==> config.mk <==
export PLATFORM = sky130hd
export DESIGN_NAME = adccs_top
export DESIGN_NICKNAME = d
export VERILOG_FILES = /design/src/rtl/adccs_pkg.sv /design/src/rtl/adccs_sel_if.sv /design/src/rtl/adccs_hold.sv /design/src/rtl/adccs_top.sv
export VERILOG_INCLUDE_DIRS = /design/src /design/src/rtl
export SDC_FILE = /design/constraint.sdc
export NUM_CORES = 1
export LEC_CHECK = 0
export BUFFER_PORTS_ARGS = -buffer_cell sky130_fd_sc_hd__buf_2
export CORE_MARGIN = 4
export CORE_UTILIZATION = 35
export CTS_BUF_LIST = sky130_fd_sc_hd__clkbuf_4
export DETAILED_ROUTE_END_ITERATION = 10
export GPL_TIMING_DRIVEN = 0
export SYNTH_ARGS = -nofsm -noshare
export SYNTH_HDL_FRONTEND = slang
export SYNTH_SLANG_ARGS = --single-unit
==> constraint.sdc <==
create_clock -name CLK -period 1.98 [get_ports CLK]
set_clock_uncertainty 0.2 [all_clocks]
set_input_delay 0 -clock CLK [delete_from_list [all_inputs] [get_ports CLK]]
set_output_delay 0 -clock CLK [all_outputs]
set_load 0.005 [all_outputs]
==> src/rtl/adccs_map.svh <==
/*
  Constants for the converter channel select and start block.
  Assumes inclusion by bare name from the rtl folder.
*/
`ifndef ADCCS_MAP_SVH
`define ADCCS_MAP_SVH
`define ADCCS_SEL_W       7
`define ADCCS_SEL_RST     7'h00
`define ADCCS_CONV_CYC    13
`define ADCCS_RES_W       16
`define ADCCS_ACC_W       24
`define ADCCS_TRUNC_SH    3'h1
`define ADCCS_SH_64       3'h2
`define ADCCS_SH_128      3'h3
`define ADCCS_SH_NONE     3'h0
`define ADCCS_CNT_32      8'h20
`define ADCCS_CNT_64      8'h40
`define ADCCS_CNT_128     8'h80
`endif

==> src/rtl/adccs_pkg.sv <==
/*
  Types for the converter channel select and start block.
  Assumes the map header is on the include path.
*/
`include "adccs_map.svh"
package adccs_pkg;
  typedef logic [`ADCCS_SEL_W-1:0] adccs_sel_t;
  typedef enum logic [1:0] {ADCCS_IDLE, ADCCS_CONV, ADCCS_LAST} adccs_state_e;
endpackage

==> src/rtl/adccs_sel_if.sv <==
/*
  Interface carrying the held selections between the top and the holder.
  Assumes one clock domain.
*/
`timescale 1ns/1ps
interface adccs_sel_if;
  import adccs_pkg::*;
  adccs_sel_t pos;
  adccs_sel_t neg;
  logic       track;
  modport ctl (output track, input pos, input neg);
  modport hold (input track, output pos, output neg);
endinterface

==> src/rtl/adccs_hold.sv <==
/*
  Holding register for the input selections.
  Assumes written selections are synchronous to CLK.
*/
`timescale 1ns/1ps
module adccs_hold
  import adccs_pkg::*;
(
  // Clock and reset
  input  wire logic  clk,
  input  wire logic  arst_n,
  // Written selections
  input  wire adccs_sel_t wr_pos,
  input  wire adccs_sel_t wr_neg,
  // Held side
  adccs_sel_if.hold  sel
);
  adccs_sel_t pos_r;
  adccs_sel_t neg_r;

  // Follow writes while tracking, else freeze
  always_ff @(posedge clk or negedge arst_n) begin
    if (!arst_n) begin
      pos_r <= `ADCCS_SEL_RST;
      neg_r <= `ADCCS_SEL_RST;
    end else if (sel.track) begin
      pos_r <= wr_pos;
      neg_r <= wr_neg;
    end
  end

  assign sel.pos = pos_r;
  assign sel.neg = neg_r;
endmodule

==> src/rtl/adccs_top.sv <==
/*
  Converter channel select, start sequencing and result format.
  Assumes CLK is the converter clock and that the analog core
  delivers a raw accumulated value on ACC_IN by the final cycle.
*/
`timescale 1ns/1ps
module adccs_top
  import adccs_pkg::*;
#(
  parameter int CONV_CYC = `ADCCS_CONV_CYC
) (
  // Clock and reset
  input  wire logic                    CLK,
  input  wire logic                    ARST_N,
  // Software controls
  input  wire adccs_sel_t              POSITIVE_INPUT_SELECT,
  input  wire adccs_sel_t              NEGATIVE_INPUT_SELECT,
  input  wire logic                    DIFF_MODE,
  input  wire logic                    SIGNED_MODE,
  input  wire logic [7:0]              SAMPLE_COUNT,
  input  wire logic                    START_WR,
  input  wire logic                    FLAG_CLR,
  // Raw accumulation from the analog core
  input  wire logic [`ADCCS_ACC_W-1:0] ACC_IN,
  // Analog mux drive
  output adccs_sel_t                   MUX_POS,
  output adccs_sel_t                   MUX_NEG,
  output logic                         SAMPLING,
  // Status
  output logic                         START_CONVERSION_CMD,
  output logic                         RESULT_READY_FLAG,
  output logic [`ADCCS_RES_W-1:0]      RESULT
);
  // Held selections travel between here and the holder on this bundle
  adccs_sel_if             sel ();

  // Sequencer state and its next value
  adccs_state_e            state_r;
  adccs_state_e            state_nxt;

  // Busy-cycle count and its next value
  logic [7:0]              cnt_r;
  logic [7:0]              cnt_nxt;

  // Start command bit, software visible
  logic                    cmd_r;
  logic                    cmd_nxt;

  // Sticky result-ready flag
  logic                    flag_r;
  logic                    flag_nxt;

  // Result word, loaded once per conversion
  logic [`ADCCS_RES_W-1:0] res_r;
  logic [`ADCCS_RES_W-1:0] res_nxt;

  // Count at which the busy phase hands over to the final cycle;
  // below two cycles the final cycle would overlap the start
  localparam logic [7:0] CONV_END = 8'(CONV_CYC - 2);

  // Shift that reduces a big accumulation to 16 bits
  function automatic logic [2:0] trunc_shift(input logic [7:0] n);
    case (n)
      `ADCCS_CNT_32: begin
        trunc_shift = `ADCCS_TRUNC_SH;
      end
      `ADCCS_CNT_64: begin
        trunc_shift = `ADCCS_SH_64;
      end
      `ADCCS_CNT_128: begin
        trunc_shift = `ADCCS_SH_128;
      end
      default: begin
        trunc_shift = `ADCCS_SH_NONE;
      end
    endcase
  endfunction

  // State decode, shared by the sequencer and the holder control
  wire in_idle  = (state_r == ADCCS_IDLE);
  wire in_conv  = (state_r == ADCCS_CONV);
  wire last_cyc = (state_r == ADCCS_LAST);
  wire conv_end = in_conv && (cnt_r == CONV_END);

  // Completion is the final cycle itself
  wire done     = last_cyc;

  // A pending command starts the next edge
  wire begin_cv = in_idle && cmd_r;

  // Result format: only the large signed counts are truncated
  wire [2:0] shift   = trunc_shift(SAMPLE_COUNT);
  wire       big_acc = SIGNED_MODE && (shift != `ADCCS_SH_NONE);

  // Arithmetic shift keeps the sign of a negative sum
  wire signed [`ADCCS_ACC_W-1:0] acc_s  = ACC_IN;
  wire signed [`ADCCS_ACC_W-1:0] acc_sh = acc_s >>> shift;

  // Low 16 bits of the shifted or raw sum; upper bits are dropped
  wire [`ADCCS_RES_W-1:0] res_val = big_acc ?
       acc_sh[`ADCCS_RES_W-1:0] :
       ACC_IN[`ADCCS_RES_W-1:0];

  // Track while idle with no start pending, and again in the final
  // cycle; a pending start stops tracking so the start edge locks
  assign sel.track = (in_idle && !cmd_r) ||
                     last_cyc;

  // Holder: the only path from the written selects to the mux
  adccs_hold u_hold (
    .clk    (CLK),
    .arst_n (ARST_N),
    .wr_pos (POSITIVE_INPUT_SELECT),
    .wr_neg (NEGATIVE_INPUT_SELECT),
    .sel    (sel.hold)
  );

  // Next state of the conversion sequencer
  always_comb begin
    state_nxt = state_r;
    case (state_r)
      ADCCS_IDLE: begin
        if (begin_cv) begin
          state_nxt = ADCCS_CONV;
        end
      end
      ADCCS_CONV: begin
        if (conv_end) begin
          state_nxt = ADCCS_LAST;
        end
      end
      ADCCS_LAST: begin
        state_nxt = ADCCS_IDLE;
      end
      default: begin
        state_nxt = ADCCS_IDLE;
      end
    endcase
  end

  // Counter runs only while busy, so it restarts at zero each time
  assign cnt_nxt = in_conv ? cnt_r + 8'h01 : 8'h00;

  // Command: a write in the final cycle wins over the completion
  // clear, so a start issued right at the end is not lost
  assign cmd_nxt = START_WR ? 1'b1 :
                   done     ? 1'b0 :
                   cmd_r;

  // Flag: a set wins over a clear in the same cycle
  assign flag_nxt = done     ? 1'b1 :
                    FLAG_CLR ? 1'b0 :
                    flag_r;

  // Result is loaded only at completion and held after
  assign res_nxt = done ? res_val : res_r;

  // Sequencer and cycle counter
  always_ff @(posedge CLK or negedge ARST_N) begin
    if (!ARST_N) begin
      state_r <= ADCCS_IDLE;
      cnt_r   <= 8'h00;
    end else begin
      state_r <= state_nxt;
      cnt_r   <= cnt_nxt;
    end
  end

  // Command bit
  always_ff @(posedge CLK or negedge ARST_N) begin
    if (!ARST_N) begin
      cmd_r <= 1'b0;
    end else begin
      cmd_r <= cmd_nxt;
    end
  end

  // Ready flag
  always_ff @(posedge CLK or negedge ARST_N) begin
    if (!ARST_N) begin
      flag_r <= 1'b0;
    end else begin
      flag_r <= flag_nxt;
    end
  end

  // Result word
  always_ff @(posedge CLK or negedge ARST_N) begin
    if (!ARST_N) begin
      res_r <= '0;
    end else begin
      res_r <= res_nxt;
    end
  end

  // Positive select always reaches the mux
  assign MUX_POS = sel.pos;

  // Negative select is only meaningful in differential mode
  assign MUX_NEG = DIFF_MODE ? sel.neg : `ADCCS_SEL_RST;

  // Busy covers the whole conversion, final cycle included
  assign SAMPLING = !in_idle;

  // Status straight from flip-flops
  assign START_CONVERSION_CMD = cmd_r;
  assign RESULT_READY_FLAG    = flag_r;
  assign RESULT               = res_r;
endmodule
==> impl_metrics.json, run 1 <==
{
  "min_from": "SAMPLE_COUNT[3]",
  "grt_antenna_before_repair": 0,
  "worstHoldPathType": "in -> reg",
  "floorplan.initialDensity": 0.3677,
  "min_to": "RESULT[2]",
  "fin_crit_ns": 1.826,
  "cts_buffers": 5,
  "place_area_um2": 2705,
  "rsz0062_at_grt": "no",
  "setup_slack_ns": 0.1544,
  "period_share": 0.9220,
  "drcViolationCount": 0,
  "wl_met1_mm": 2.486,
  "syn_area_um2": 2216,
  "io_buffers": 79,
  "routed_wl_mm": 5.558,
  "root_buffer": "clkbuf_4",
  "syn_avg_cell_area_um2": 12.11,
  "top_layer": "met4",
  "die_w_um": 87.57,
  "postSynthCellCount": 183,
  "leakage_nw": 1.708,
  "cts.sinks": 42,
  "synth_top_area_frac": 0.4743,
  "route.met2.wl_mm": 2.724,
  "final_util": 0.5449,
  "h-tree-depth": 2,
  "crit_arrival_ns": 1.92,
  "final_cell_mix": "buf_2, dlygate4sd3_1, dfrtp_1",
  "cp_top_family": "simple AND/OR/NAND/NOR gates",
  "max_freq_ghz": 0.5478,
  "grt_pass1_wl_mm": 9.225,
  "min_path_cells": 6,
  "place_ws_ns": -0.1257,
  "cp-start-kind": "flip-flop",
  "dp_hpwl_mm": 3.844,
  "overflow": 0,
  "postLayoutCellArea_um2": 3283,
  "holdWs_ns": -0.01622,
  "slew_violations": 0,
  "slew_headroom": 0.3526,
  "crit_slowest_cell": "or4b_2",
  "holdBufCountCts": 49,
  "max-clock-path-buffers": 2,
  "placedCellCount": 337,
  "wl_per_cell_um": 14.00,
  "grt_pass1_vias": 2083,
  "coreArea_um2": 6026,
  "dr.first_iter.drc_count": 50,
  "area_growth_pct": 48.16,
  "clk_pin_slew_ns": 0.13,
  "fin_nets": 374,
  "synth-seq-cells": 42,
  "instances_no_fill": 397,
  "rows": 28,
  "synthTopCellsByArea": "dfrtp_1, mux2i_1, mux2_2",
  "die_area_um2": 7669,
  "crit_buf_inv": 0,
  "slowest_delay_ns": 0.67,
  "yosysWarnings": 0,
  "hold_violations": 2,
  "drive_above_1_share": 0.3696,
  "crit_required_ns": 2.08,
  "drv_cap": 0,
  "ant_nets": 0,
  "end_kind": "flip-flop",
  "grt_max_degree": 43,
  "diodes": 0,
  "die_y_um": 87.57,
  "status": "complete, but fails checks",
  "met3_wirelength_um": 320,
  "tightest_slew_ns": 0.9710,
  "ir_worst_vdd_mv": 0.5044,
  "path_cells": "or4b_2 -> nor4_1 -> and2_1",
  "gr-usage-all-layers": 0.1500,
  "viasPerCell": 4.997,
  "power.total_mw": 2.947,
  "cts_tree": "yes",
  "powerDensity_nw_per_um2": 897.6,
  "r2r_cells": 3,
  "yosys.area.top_type": "dfrtp_1",
  "place.gp.congestion": 0.7946,
  "ys_seq_area_frac": 0.4743,
  "synth_cell_types": 35,
  "ios": 85,
  "rr_startpoint": "cnt_r[4]",
  "finalSetupViolCount": 0,
  "syn_nets": 236,
  "reg2reg_to": "state_r[1]",
  "crit_type": "reg -> reg",
  "layout_commonest_cell": "buf_2",
  "cp_max_fo": 4,
  "first_pass_iters": 4,
  "clock_latency_ns": 0.35,
  "violations": "hold timing",
  "routed-via-count": 1984,
  "r2r_slack_ns": 0.15
}
per-layer routing:
metal  global-route usage  vias up
met5                    0        -
met4              0.02510        0
met2               0.2637       57
met3              0.03481        4
li1                     -      964
met1               0.1908      959
worst max-delay path by stage:
stage                         startpoint                end  slack [ns]  cells after the start
floorplan           START_CONVERSION_CMD  u_hold.sel.neg[0]        0.19                      3
CTS                           state_r[1]  u_hold.sel.pos[3]        0.01                      4
detailed placement            state_r[1]  u_hold.sel.pos[3]       -0.13                      4
global route                  state_r[0]         RESULT[13]        0.02                      6
global placement              state_r[1]  u_hold.sel.neg[5]       -0.10                      4
finish                          cnt_r[4]         state_r[1]        0.15                      3
timing repair:
item,CTS,global route
hold endpoints to repair,74,2
gates resized for setup,1,2
setup endpoints to repair,10,20
setup buffers,0,3
Yosys cell counts:
library cell,instances
dfrtp_1,42
mux2i_1,32
mux2_2,14
o22ai_1,14
o2bb2ai_1,14
and2_1,8
nor2_1,8
clkbuf_1,4
nand2_1,4
buf_6,3
nand2b_1,3
o21ai_0,3
xnor2_1,3
a21oi_1,2
a22o_2,2
a22oi_1,2
and3_1,2
inv_1,2
nand3_1,2
nor2b_1,2
nor3_1,2
xor2_1,2
a21o_1,1
buf_8,1
clkbuf_8,1
ha_1,1
nor4_1,1
nor4_4,1
nor4b_1,1
o311ai_4,1
or2_2,1
or3_1,1
or4b_1,1
or4b_2,1
or4b_4,1
tightest hold or removal path, stage by stage:
cell and delay, ns:
buf_2 0.07, or4b_4 0.12, nor4_4 0.04, o311ai_4 0.08, buf_4 0.12, mux2i_1 0.07
stage by stage:
stage	setup TNS, ns	hold slack [ns]
final	0	-0.01622
after floorplan	0	-0.4956
after CTS	0	-0.06292
after detailed placement	-1.203	-0.006590
after global routing	0	-0.01721
after global placement	-0.9762	-0.007669
state kept, by name (all words and copies together), names as in the netlist:
register / flops
RESULT_READY_FLAG: 1
state_r: 2
START_CONVERSION_CMD: 1
RESULT: 16
u_hold.sel.pos: 7
cnt_r: 8
u_hold.sel.neg: 7
power by group:
group | leakage [nW] | internal [mW] | switching [mW] | total, mW
logic | 1.16 | 0.621 | 0.451 | 1.07
clock network | 0.0356 | 0.154 | 0.287 | 0.441
registers | 0.512 | 1.22 | 0.213 | 1.43
total | 1.71 | 2.00 | 0.951 | 2.95
cell families (layout without fill, tap and decap cells):
logic type      Yosys count  count (layout)  share of synthesized area
xor+xnor                  5               5                    0.01977
compound gates           39              39                     0.1372
flops                    42              42                     0.4743
mux                      46              46                     0.2157
simple gates             39              39                     0.1090
buf+inv                  11             150                    0.03839
fa+ha+maj                 1               1                   0.005646
cell type report:
class,count,area [um2]
tap,75,93.84
clock buffer,6,45.04
inverter,2,7.507
buffer,9,78.83
multi-input combinational,130,1084
clock inverter,2,13.76
timing repair buffer,131,908.4
fill,550,2743
sequential,42,1052
(Power assumes the default switching activity.)
==> run 2: changes to the inputs <==
ABC_AREA = 1   (was default)
CORE_MARGIN = 1   (was 4)
==> impl_metrics.json, run 2 <==
{
  "syn_area_um2": 2401,
  "grt_max_degree": 43,
  "r2r_slack_ns": 0.17,
  "instances_no_fill": 512,
  "drcViolationCount": 7,
  "powerDensity_nw_per_um2": 807.9,
  "final_cell_mix": "buf_2, nand2_1, dlygate4sd3_1",
  "crit_slowest_cell": "dlygate4sd3_1",
  "slew_violations": 0,
  "routed_wl_mm": 6.474,
  "synth-seq-cells": 42,
  "coreArea_um2": 6495,
  "h-tree-depth": 2,
  "die_w_um": 84.83,
  "power.internal_mw": 1.797,
  "slew_headroom": 0.3642,
  "grt_pass1_vias": 2433,
  "dp_hpwl_mm": 4.301,
  "multiInputGateArea_um2": 1145,
  "postSynthCellCount": 302,
  "yosys.area.top_type": "dfrtp_1",
  "clk_pin_slew_ns": 0.14,
  "crit_required_ns": 2.05,
  "ir_worst_vdd_mv": 0.3499,
  "seq_power_share": 0.487,
  "crit_buf_inv": 4,
  "diodes": 0,
  "die_area_um2": 7195,
  "syn_avg_cell_area_um2": 7.951,
  "async_reset_ff_frac": 1.000,
  "syn_nets": 355,
  "drive_above_1_share": 0.2828,
  "placedCellCount": 458,
  "cts_buffers": 5,
  "synthTopCellsByArea": "dfrtp_1, nand3_1, nand2_1",
  "max_freq_ghz": 0.5245,
  "worstHoldPathType": "in -> reg",
  "holdWs_ns": 0.03047,
  "crit_arrival_ns": 1.97,
  "largest_register_ffs": 16,
  "gr-usage-all-layers": 0.1874,
  "path_cells": "buf_2 -> dlygate4sd3_1 -> nor2_1 -> nand4_1 -> buf_4 -> nand2_2 -> nand2_4 -> a21oi_1 -> dlygate4sd3_1 -> a21oi_1",
  "crit_type": "in -> reg",
  "rr_startpoint": "state_r[1]",
  "place.gp.congestion": 0.8545,
  "io_buffers": 79,
  "cp-start-kind": "primary input",
  "floorplan.initialDensity": 0.3697,
  "grt_antenna_before_repair": 0,
  "violations": "DRC",
  "routed-via-count": 2544,
  "power.total_mw": 2.760,
  "ant_nets": 0,
  "max-clock-path-buffers": 2,
  "rows": 29,
  "p_comb_frac": 0.344,
  "switching_power_mw": 0.9628,
  "ys_seq_area_frac": 0.4377,
  "leakage_nw": 1.737,
  "cp_top_family": "buffers and inverters",
  "synthTopCellsByCount": "nand2_1, nand3_1, dfrtp_1, a21oi_1, inv_1",
  "synth_cell_types": 30,
  "drv_cap": 0,
  "cts_tree": "yes",
  "p_clk_frac": 0.170,
  "layout_commonest_cell": "buf_2",
  "area_growth_pct": 42.26,
  "die_y_um": 84.83,
  "hold_violations": 0,
  "tightest_slew_ns": 0.9536,
  "fillers": 644,
  "fin_crit_ns": 1.907,
  "wl_per_cell_um": 12.64,
  "clock_latency_ns": 0.36,
  "first_pass_iters": 11,
  "root_buffer": "clkbuf_4",
  "p_sw_frac": 0.3489,
  "finalSetupViolCount": 0,
  "synth_ff_type": "dfrtp_1",
  "ios": 85,
  "cts.sinks": 42,
  "viasPerCell": 4.969,
  "synth_edf_count": 0,
  "fin_nets": 487,
  "yosysWarnings": 0,
  "synth_top_area_frac": 0.4377,
  "min_from": "SAMPLE_COUNT[6]",
  "grt_pass1_wl_mm": 10.90,
  "overflow": 0,
  "cp-startpoint": "SAMPLE_COUNT[4]",
  "dr.first_iter.drc_count": 181,
  "synth.most_common_cell": "nand2_1",
  "final_util": 0.5259,
  "regArea_um2": 1051,
  "end_kind": "flip-flop",
  "period_share": 0.9629,
  "slowest_delay_ns": 0.55,
  "status": "complete, but fails checks",
  "cp_max_fo": 8
}
-- run 2: changes by cell type after synthesis, moves of 4 or more --
cell	before	now
nor2_1	8	29
and2_1	8	0
a21oi_1	2	32
nand4_1	0	18
nand2_2	0	4
o2bb2ai_1	14	0
inv_1	2	31
nand2_1	4	55
mux2i_1	32	0
nand3_1	2	44
o22ai_1	14	0
-- run 2: final timing paths --
check	to	cells past startpoint
worst max-delay path	RESULT[2]	10
worst min-delay path	RESULT[15]	8
worst max register to register	RESULT[2]	6
worst min register to register	cnt_r[0]	1
max in group asynchronous	cnt_r[7]	2
min in group asynchronous	RESULT[13]	2
-- run 2: routing by layer --
layer  global-route usage  routed length, um  up-vias
li1                     -                  -     1277
met1               0.2480               3061     1181
met2               0.3222               3012       82
met3              0.03794                364        4
met4              0.03390                 35        0
met5                    0                  0        -
-- run 2: cell families after synthesis --
logic type,after synthesis,synth area share
adders and majority gates,1,0.005210
and+or+nand+nor,160,0.3179
DFF,42,0.4377
buffers and inverters,45,0.08650
AOI/OAI and AO/OA,40,0.08702
muxes,14,0.06566
-- run 2: metrics by stage --
stage	cell area, um2	setup TNS, ns	worst slack, ns
after global routing	3416	-0.04355	-0.02416
after global placement	2893	0	0.2725
final	3416	0	0.07338
after CTS	3406	0	0.05897
after floorplan	2401	0	0.4710
after detailed placement	2893	0	0.2731
-- run 2: timing repair --
item	in CTS	in global routing
hold buffers	45	0
setup buffers	0	1
endpoints found under the setup margin	0	2
hold endpoints to repair	74	0
gates resized for setup	0	1
-- run 2: layout make-up --
cell class / count / area share
Buffer: 12 / 0.02308
Clock buffer: 5 / 0.01099
Clock inverter: 3 / 0.007326
Inverter: 33 / 0.03773
Multi-Input combinational cell: 215 / 0.3352
Sequential cell: 42 / 0.3077
Tap cell: 77 / 0.02821
Timing Repair Buffer: 125 / 0.2498
-- run 2: power groups by stage --
stage	logic [mW]	registers (mW)	clock network (mW)
final	0.949	1.34	0.468
after CTS	0.954	1.34	0.495
after detailed placement	0.888	1.36	0
after global routing	1.09	1.39	0.531
after global placement	0.866	1.35	0
after floorplan	0.474	1.36	0
-- run 2: tightest hold or removal path, stage by stage --
cell and delay [ns]:
buf_2 0.11, nor2_2 0.07, nand4_1 0.10, nand2_1 0.06, nand2_1 0.05, nand3_1 0.05
nand2_1 0.08, nand2_1 0.05
==> run 3: changes to the inputs <==
RECOVER_POWER = 50   (was default)
==> impl_metrics.json, run 3 (synthesis results as in run 2) <==
{
  "reg2reg_to": "RESULT[2]",
  "top_layer": "met4",
  "die_area_um2": 7195,
  "ir_worst_vdd_mv": 0.3495,
  "rr_startpoint": "state_r[1]",
  "route.met2.wl_mm": 2.989,
  "rows": 29,
  "first_pass_iters": 9,
  "status": "complete, but fails checks",
  "grt_pass1_vias": 2433,
  "cp_max_fo": 8,
  "grt_pass1_wl_mm": 10.90,
  "drv_cap": 0,
  "ios": 85,
  "floorplan.initialDensity": 0.3697,
  "met3_wirelength_um": 411,
  "tightest_slew_ns": 1.067,
  "crit_required_ns": 2.05,
  "routed-via-count": 2532,
  "viasPerCell": 4.945,
  "power.total_mw": 2.736,
  "final_cell_mix": "buf_2, nand2_1, dlygate4sd3_1",
  "routed_wl_mm": 6.476,
  "area_growth_pct": 41.48,
  "largest_register_ffs": 16,
  "seq_power_share": 0.492,
  "cts.sinks": 42,
  "p_comb_frac": 0.337,
  "layout_commonest_cell": "buf_2",
  "r2r_cells": 6,
  "die_y_um": 84.83,
  "violations": "DRC",
  "switching_power_mw": 0.9677,
  "setup_slack_ns": 0.07182,
  "path_cells": "buf_2 -> dlygate4sd3_1 -> nor2_1 -> nand4_1 -> buf_4 -> nand2_2 -> nand2_4 -> a21oi_1 -> dlygate4sd3_1 -> a21oi_1",
  "root_buffer": "clkbuf_4",
  "slew_headroom": 0.2887,
  "min_to": "RESULT[15]",
  "worstHoldPathType": "in -> reg",
  "slew_violations": 0,
  "drive_above_1_share": 0.2483,
  "slowest_delay_ns": 0.55,
  "period_share": 0.9637,
  "io_buffers": 79,
  "overflow": 0,
  "dr.first_iter.drc_count": 215,
  "die_w_um": 84.83,
  "place_ws_ns": 0.2731,
  "max-clock-path-buffers": 2,
  "grt_antenna_before_repair": 0,
  "place.gp.congestion": 0.8545,
  "fillers": 652,
  "wl_met1_mm": 3.039,
  "p_clk_frac": 0.171,
  "drcViolationCount": 7,
  "gr-usage-all-layers": 0.1874,
  "h-tree-depth": 2,
  "cts_buffers": 5,
  "min_from": "SAMPLE_COUNT[6]",
  "ant_nets": 0,
  "max_freq_ghz": 0.5241,
  "cts_tree": "yes",
  "p_sw_frac": 0.3536,
  "r2r_slack_ns": 0.17,
  "finalSetupViolCount": 0,
  "hold_violations": 0,
  "grt_max_degree": 43,
  "powerDensity_nw_per_um2": 805.5,
  "diodes": 0,
  "end_kind": "flip-flop",
  "fin_crit_ns": 1.908,
  "setup_tns_ns": 0,
  "min_path_cells": 8,
  "crit_arrival_ns": 1.97,
  "dp_hpwl_mm": 4.301,
  "crit_slowest_cell": "dlygate4sd3_1",
  "power.internal_mw": 1.769,
  "fin_nets": 487,
  "leakage_nw": 1.694,
  "clk_pin_slew_ns": 0.14,
  "crit_type": "in -> reg",
  "wl_per_cell_um": 12.65,
  "clock_latency_ns": 0.36,
  "coreArea_um2": 6495,
  "cp-start-kind": "primary input"
}
## run 3: cell count changes in the layout (fill, tap and decap cells not counted)
| cell | change |
|---|---|
| clkbuf_1 | +15 |
| clkbuf_2 | +1 |
| buf_2 | -16 |
## run 3: power by group through the flow
stage	Sequential, mW	Clock [mW]	Combinational, mW
global placement	1.35	0	0.866
floorplan	1.36	0	0.474
finish	1.35	0.468	0.921
global route	1.39	0.531	1.06
detailed placement	1.36	0	0.888
CTS	1.34	0.495	0.954
## run 3: worst max path at each step
stage / from / end / slack [ns]
final: SAMPLE_COUNT[4] / RESULT[2] / 0.07
after global routing: SAMPLE_COUNT[4] / RESULT[2] / -0.02
after floorplan: state_r[1] / u_hold.sel.neg[0] / 0.47
after detailed placement: state_r[1] / RESULT[6] / 0.27
after CTS: SAMPLE_COUNT[4] / RESULT[1] / 0.06
after global placement: state_r[1] / RESULT[14] / 0.27
## run 3: critical path: cells and delay by family
| kind | cells | cell delay (ns) |
|---|---|---|
| buf+inv | 4 | 1.38 |
| simple gates | 4 | 0.40 |
| compound gates | 2 | 0.19 |
## run 3: cell type report
| cell class | count | area, um2 | area share |
|---|---|---|---|
| Timing Repair Buffer | 125 | 834.6 | 0.2457 |
| Clock buffer | 5 | 37.54 | 0.01105 |
| Sequential cell | 42 | 1051 | 0.3094 |
| Clock inverter | 3 | 25.02 | 0.007366 |
| Inverter | 33 | 128.9 | 0.03794 |
| Multi-Input combinational cell | 215 | 1145 | 0.3370 |
| Tap cell | 77 | 96.34 | 0.02836 |
| Buffer | 12 | 78.83 | 0.02320 |
## run 3: repair_timing
action | 4_1_cts | 5_1_grt
setup endpoints to repair | 0 | 2
hold buffers | 45 | 0
buffers inserted | 0 | 1
hold endpoints to repair | 74 | 0
gates resized for setup | 0 | 1
## run 3: layer usage
metal | track usage | vias to the layer above
li1 | - | 1275
met1 | 0.2480 | 1164
met2 | 0.3222 | 89
met3 | 0.03794 | 4
met4 | 0.03390 | 0
met5 | 0 | -
## run 3: stage by stage
step | cell area [um2] | hold WS (ns) | cells | util
finish | 3397 | 0.02854 | 512 | 0.5230
global placement | 2893 | -0.002486 | 458 | 0.4454
CTS | 3406 | 0.0007700 | 511 | 0.5244
floorplan | 2401 | -0.4956 | 302 | -
global route | 3397 | 0.05556 | 512 | 0.5230
detailed placement | 2893 | 0.003618 | 458 | 0.4454
